==> src/logic/gem_pkg.sv <==
// constants for the event interrupt mask block
//
// Behaviour
// - service request enabled: interrupt while bus request is seen
// - lockout change enabled: interrupt on each toggle of lockout status
// - remote change enabled: interrupt on each change of local/remote status
// - address change enabled: interrupt when listen/talk/controller changes
// - upper byte bit 0 selects which mask the lower byte loads
// - port range starts at switch-set base, default 2b8 hex
// - interrupt request goes to jumper-chosen host level only
package gem_pkg;
	localparam logic [9:0] IO_BASE_DEFAULT  = 10'h2b8;
	localparam logic [9:0] MASK_PORT_OFFSET = 10'h000;
	localparam int         MASK_SEL_BIT     = 8;
	// first mask fields
	localparam int         M1_TRIGGER_BIT   = 5;
	localparam int         M1_CLEAR_BIT     = 3;
	// second mask fields
	localparam int         M2_SRQ_BIT       = 6;
	localparam int         M2_LOCKOUT_BIT   = 5;
	localparam int         M2_REMOTE_BIT    = 4;
	localparam int         M2_ADDRESS_BIT   = 3;
	localparam logic [7:0] MASK_RESET       = 8'h00;
	localparam logic       LOCKOUT_RESET    = 1'b0;
	localparam logic       REMOTE_RESET     = 1'b0;
	localparam logic [2:0] ADDR_STATUS_RESET = 3'h0;
	localparam logic [7:0] IRQ_LINES_IDLE   = 8'h00;
	localparam int         IRQ_LEVELS       = 8;
	localparam logic [2:0] IRQ_LEVEL_NONE   = 3'h0;
endpackage : gem_pkg

==> src/logic/gem_event_mask.sv <==
// event interrupt masks, base decode and interrupt level routing
`timescale 1ns/1ns
`default_nettype none

// one status word against its value on the previous edge
module gem_change_detect
#(
	parameter int               WIDTH       = 1,
	parameter logic [WIDTH-1:0] RESET_VALUE = '0
)
(
	input  wire logic             core_clk,
	input  wire logic             reset_n,
	input  wire logic [WIDTH-1:0] level,
	output logic                  changed
);
	logic [WIDTH-1:0] level_q_r;

	// history held at its reset value until release, so a level
	// already away from it counts as a change on the first edge
	always_ff @(posedge core_clk or negedge reset_n)
	begin
		if (!reset_n)
			level_q_r <= RESET_VALUE;
		else
			level_q_r <= level;
	end

	// any bit that differs from the previous edge
	assign changed = (level != level_q_r);
endmodule : gem_change_detect

// one write-only interrupt mask, loaded on its select
module gem_mask_reg
(
	input  wire logic       core_clk,
	input  wire logic       reset_n,
	input  wire logic       load,
	input  wire logic [7:0] load_data,
	output logic      [7:0] mask_value
);
	always_ff @(posedge core_clk or negedge reset_n)
	begin
		if (!reset_n)
			mask_value <= gem_pkg::MASK_RESET;
		else if (load)
			mask_value <= load_data;
	end
endmodule : gem_mask_reg

// masks, change detection and host line routing
module gem_event_mask
(
	input  wire logic        core_clk,
	input  wire logic        reset_n,
	input  wire logic [9:0]  base_switch,
	input  wire logic [9:0]  io_addr,
	input  wire logic        io_wr,
	input  wire logic [15:0] io_wdata,
	input  wire logic        srq_in,
	input  wire logic        trigger_event,
	input  wire logic        clear_event,
	input  wire logic        lockout_status,
	input  wire logic        remote_status,
	input  wire logic        listen_addressed,
	input  wire logic        talk_addressed,
	input  wire logic        controller_in_charge,
	input  wire logic [2:0]  irq_level_jumper,
	output logic [7:0]       irq_out,
	output logic [7:0]       event_interrupt_enable_first,
	output logic [7:0]       event_interrupt_enable_second
);
	logic [9:0] mask_port_addr;
	logic       mask_wr;
	logic       mask_select_bit;
	logic       load_first;
	logic       load_second;
	logic [2:0] addr_status;
	logic       lockout_changed;
	logic       remote_changed;
	logic       addr_changed;
	logic       service_request_irq_enable;
	logic       lockout_change_irq_enable;
	logic       remote_change_irq_enable;
	logic       address_status_change_irq_enable;
	logic       trigger_irq_enable;
	logic       clear_irq_enable;
	logic       srq_hit;
	logic       lockout_hit;
	logic       remote_hit;
	logic       addr_hit;
	logic       trigger_hit;
	logic       clear_hit;
	logic       irq_req_nxt;
	logic       level_chosen;
	logic [7:0] irq_line_nxt;

	// only the switch-set base is answered
	assign mask_port_addr =
		10'(base_switch + gem_pkg::MASK_PORT_OFFSET);
	assign mask_wr = io_wr
		&& (io_addr == mask_port_addr);
	assign mask_select_bit = io_wdata[gem_pkg::MASK_SEL_BIT];
	assign load_first = mask_wr && !mask_select_bit;
	assign load_second = mask_wr && mask_select_bit;

	gem_mask_reg u_mask_first
	(
		.core_clk   (core_clk),
		.reset_n    (reset_n),
		.load       (load_first),
		.load_data  (io_wdata[7:0]),
		.mask_value (event_interrupt_enable_first)
	);

	gem_mask_reg u_mask_second
	(
		.core_clk   (core_clk),
		.reset_n    (reset_n),
		.load       (load_second),
		.load_data  (io_wdata[7:0]),
		.mask_value (event_interrupt_enable_second)
	);

	// named enable bits of both masks
	assign service_request_irq_enable =
		event_interrupt_enable_second[gem_pkg::M2_SRQ_BIT];
	assign lockout_change_irq_enable =
		event_interrupt_enable_second[gem_pkg::M2_LOCKOUT_BIT];
	assign remote_change_irq_enable =
		event_interrupt_enable_second[gem_pkg::M2_REMOTE_BIT];
	assign address_status_change_irq_enable =
		event_interrupt_enable_second[gem_pkg::M2_ADDRESS_BIT];
	assign trigger_irq_enable =
		event_interrupt_enable_first[gem_pkg::M1_TRIGGER_BIT];
	assign clear_irq_enable =
		event_interrupt_enable_first[gem_pkg::M1_CLEAR_BIT];

	assign addr_status = {listen_addressed, talk_addressed,
		controller_in_charge};

	// lockout status history
	gem_change_detect
	#(
		.WIDTH       (1),
		.RESET_VALUE (gem_pkg::LOCKOUT_RESET)
	)
	u_lockout_change
	(
		.core_clk (core_clk),
		.reset_n  (reset_n),
		.level    (lockout_status),
		.changed  (lockout_changed)
	);

	// local/remote status history
	gem_change_detect
	#(
		.WIDTH       (1),
		.RESET_VALUE (gem_pkg::REMOTE_RESET)
	)
	u_remote_change
	(
		.core_clk (core_clk),
		.reset_n  (reset_n),
		.level    (remote_status),
		.changed  (remote_changed)
	);

	// listen, talk and controller status history
	gem_change_detect
	#(
		.WIDTH       (3),
		.RESET_VALUE (gem_pkg::ADDR_STATUS_RESET)
	)
	u_addr_change
	(
		.core_clk (core_clk),
		.reset_n  (reset_n),
		.level    (addr_status),
		.changed  (addr_changed)
	);

	// each condition counts only while its enable is set
	assign srq_hit = service_request_irq_enable
		&& srq_in;
	assign lockout_hit = lockout_change_irq_enable
		&& lockout_changed;
	assign remote_hit = remote_change_irq_enable
		&& remote_changed;
	assign addr_hit = address_status_change_irq_enable
		&& addr_changed;
	assign trigger_hit = trigger_irq_enable
		&& trigger_event;
	assign clear_hit = clear_irq_enable
		&& clear_event;

	// no pending latch: a request lasts as long as its cause
	always_comb
	begin
		irq_req_nxt = 1'b0;
		if (srq_hit || lockout_hit)
			irq_req_nxt = 1'b1;
		if (remote_hit || addr_hit)
			irq_req_nxt = 1'b1;
		if (trigger_hit || clear_hit)
			irq_req_nxt = 1'b1;
	end

	// one host line, picked by the jumper; none when no level chosen
	assign level_chosen =
		(irq_level_jumper != gem_pkg::IRQ_LEVEL_NONE);

	always_comb
	begin
		irq_line_nxt = gem_pkg::IRQ_LINES_IDLE;
		irq_line_nxt[irq_level_jumper] = 1'b1;
	end

	always_ff @(posedge core_clk or negedge reset_n)
	begin
		if (!reset_n)
			irq_out <= gem_pkg::IRQ_LINES_IDLE;
		else if (irq_req_nxt && level_chosen)
			irq_out <= irq_line_nxt;
		else
			irq_out <= gem_pkg::IRQ_LINES_IDLE;
	end
endmodule : gem_event_mask
`default_nettype wire

==> config.mk <==
export PLATFORM = sky130hd
export DESIGN_NAME = gem_event_mask
export DESIGN_NICKNAME = d
export VERILOG_FILES = /design/src/logic/gem_pkg.sv /design/src/logic/gem_event_mask.sv
export SDC_FILE = /design/constraint.sdc
export NUM_CORES = 1
export LEC_CHECK = 0
export BUFFER_PORTS_ARGS = -buffer_cell sky130_fd_sc_hd__buf_2
export CAP_MARGIN = 30
export CELL_PAD_IN_SITES_DETAIL_PLACEMENT = 0
export CELL_PAD_IN_SITES_GLOBAL_PLACEMENT = 1
export CORE_MARGIN = 5
export CORE_UTILIZATION = 29
export CTS_CLUSTER_DIAMETER = 200
export CTS_CLUSTER_SIZE = 30
export DETAILED_ROUTE_END_ITERATION = 10
export HOLD_SLACK_MARGIN = 0.03
export PLACE_DENSITY = 0.74
export SYNTH_ARGS = -nofsm -noshare
export SYNTH_HDL_FRONTEND = slang
export SYNTH_SLANG_ARGS = --single-unit
==> constraint.sdc <==
create_clock -name core_clk -period 1.2 [get_ports core_clk]
set_input_delay 0.18 -clock core_clk [delete_from_list [all_inputs] [get_ports core_clk]]
set_output_delay 0.18 -clock core_clk [all_outputs]
set_load 0.02 [all_outputs]
==> impl_metrics.toml <==
[grt]
first_global_vias = 1138
globalRouteOverflowTotal = 0
grt_start_max_net_pins = 30
track_usage = 0.120
grt_pass1_wl_um = 5040
antenna_found_initial = 0

[worst_setup_path]
critPathArrivalTime_ns = 1.56
crit_required_ns = 1.36
critPathMaxFanout = 7
endpoint_kind = "register"
r2r_slack_ns = -0.20
critical_path_class = "register to register"
startpoint_type = "register"

[layout]
syn2layout_area_growth_pct = 63.6
n_antenna_cell = 0
multiInputGateArea_um2 = 624
final_cell_mix = "buf_2 (55), dfrtp_1 (27), mux2_4 (16)"
final_common_cell = "buf_2"
regArea_um2 = 728
drive_gt1_frac = 0.661
fillerInstances = 380
nets = 220
final_cell_area_um2 = 2050

[cts]
htree_num_levels = 2
cts_sinks = 29
clockRootBuffer = "clkbuf_8"
clock_latency_ns = 0.28
path_clk_slew_ns = 0.06
cts_made_buffers = 5
cts_tree = "yes"
clockBufferDepth = 2

[synth]
syn_avg_cell_area_um2 = 15.1
ys_ff_latch = 29
syn-cell-area_um2 = 1250
synth_compound_area_frac = 0.0140
synth-xor-area-share = 0.104
synthAdderAreaFrac = 0
yosys_warnings = 0
synthSimpleGateAreaFrac = 0.122
seq_area_frac_synth = 0.580
ys_types = 22
netlist_instances = 83
muxShareOfSynthArea = 0.168
async_reset_ff_frac = 1.00
synthFlopType = "dfrtp_1"
synth_top_family_by_area = "multiplexers"
syn_nets = 133
synth_edf_count = 0

[timing]
tns_ns = -3.01
setup_viol = 23
maxSlewHeadroom = 0.573
worst_slack_ns = -0.200
period_needed_ns = 1.40
holdWs_ns = 0.136
worst_pin_slew_ns = 0.640
rsz0062_at_grt = "yes"
fin_crit_sh = 1.17
clock.fmax_mhz = 714
finClkSkew_ns = 0.00684
timing_hold_violations_final = 0
maxSlewViolCount = 0

[job]
maxCapViolCount = 0

[routing]
wl_per_cell_um = 14.7
vias = 999
drt.antenna.violating_nets = 0
routed_wl_um = 3240
dr.pass1.iters = 4
remaining_drc_errors = 0
avgViaCountPerCell = 4.52
drt_iter0_markers = 34

[floorplan]
die_w_um = 75.7
die-area_um2 = 5730
ios = 74
rows = 23
core_um2 = 4090
fp.dieH_um = 75.7
start_util = 0.306

[run_status]
failed_checks = "negative setup slack"
status = "finished with violations"

[hold_path]
hp-class = "input port to register"

[power]
finalPower_w = 0.00220
vdd_drop_max_uv = 334
p_leak_nw = 1.12
powerDensity_nw_per_um2 = 1080

[placed_design]
dpl.hpwl_um = 2460
io_buffers = 66
placed_cell_area_um2 = 1760
gp_congestion = 0.684
dp_slack_ns = -0.500
[metal layers]
metal | vias to the layer above | global-route usage | share of wire
met4 | 0 | 0.0466 | 0.015
met3 | 7 | 0.0620 | 0.13
li1 | 467 | - | -
met2 | 53 | 0.207 | 0.50
met5 | - | 0 | 0
met1 | 472 | 0.124 | 0.35
[state kept, by name, indices dropped and copies added (netlist names)]
register / count
u_addr_change.level_q_r: 3
u_lockout_change.level_q_r: 1
u_mask_second.mask_value: 8
u_remote_change.level_q_r: 1
irq_out: 8
u_mask_first.mask_value: 8
[kinds of logic (layout without fill, tap and decap cells)]
group,count (synthesis),after routing
flops,29,29
simple gates,20,20
mux,16,16
xor+xnor,14,14
compound gates,2,2
other cells,1,1
buf+inv,1,89
[metrics by stage]
step,util,cells
after global routing,0.501,221
after detailed placement,0.432,206
after floorplan,-,83
final,0.501,221
after CTS,0.500,222
after global placement,0.432,206
[path summary, 6_finish.rpt]
check,start,end,cells past startpoint
max,u_addr_change.level_q_r[0],irq_out[5],4
min reg2reg,u_mask_first.mask_value[4],u_mask_first.mask_value[4],1
max reg2reg,u_addr_change.level_q_r[0],irq_out[5],4
min,irq_level_jumper[1],irq_out[4],2
max in group asynchronous,reset_n,u_mask_first.mask_value[3],2
min in group asynchronous,reset_n,u_addr_change.level_q_r[0],2
[layout make-up]
type	count	area share
Sequential cell	29	0.356
Timing Repair Buffer	81	0.259
Clock inverter	1	0.00244
Multi-Input combinational cell	53	0.305
Clock buffer	7	0.0471
Tap cell	50	0.0306
[Yosys cell counts, types with 2 or more instances]
library cell,number,area (um2)
and4b_1,3,30.0
dfrtp_1,29,726
mux2_2,8,90.1
mux2_4,8,120
nand2_1,2,7.51
nand2b_1,2,12.5
nand3_1,3,15.0
nand4_1,2,12.5
nor4bb_1,2,20.0
xnor2_1,8,70.1
xor2_1,5,43.8
[repair_timing]
action                     in CTS  in global routing
hold endpoints to repair       34                  0
pin swaps                      17                  6
setup endpoints to repair      23                 23
hold buffers                    6                  0
buffers inserted                2                  0
resized for setup              21                  3
[critical path, cell delays in order, from the launching register on]
cell	delay [ns]
dfrtp_1	0.38
xor2_1	0.14
o31ai_1	0.27
nand4_1	0.25
and4b_1	0.25
[power by group]
part           internal (W)  switching [W]  total [W]
Clock              0.000517       0.000364   0.000881
Combinational      0.000180       0.000132   0.000312
Sequential         0.000999      0.0000103    0.00101
Total               0.00170       0.000505    0.00220
No activity file was read; power rests on OpenSTA's default activity.
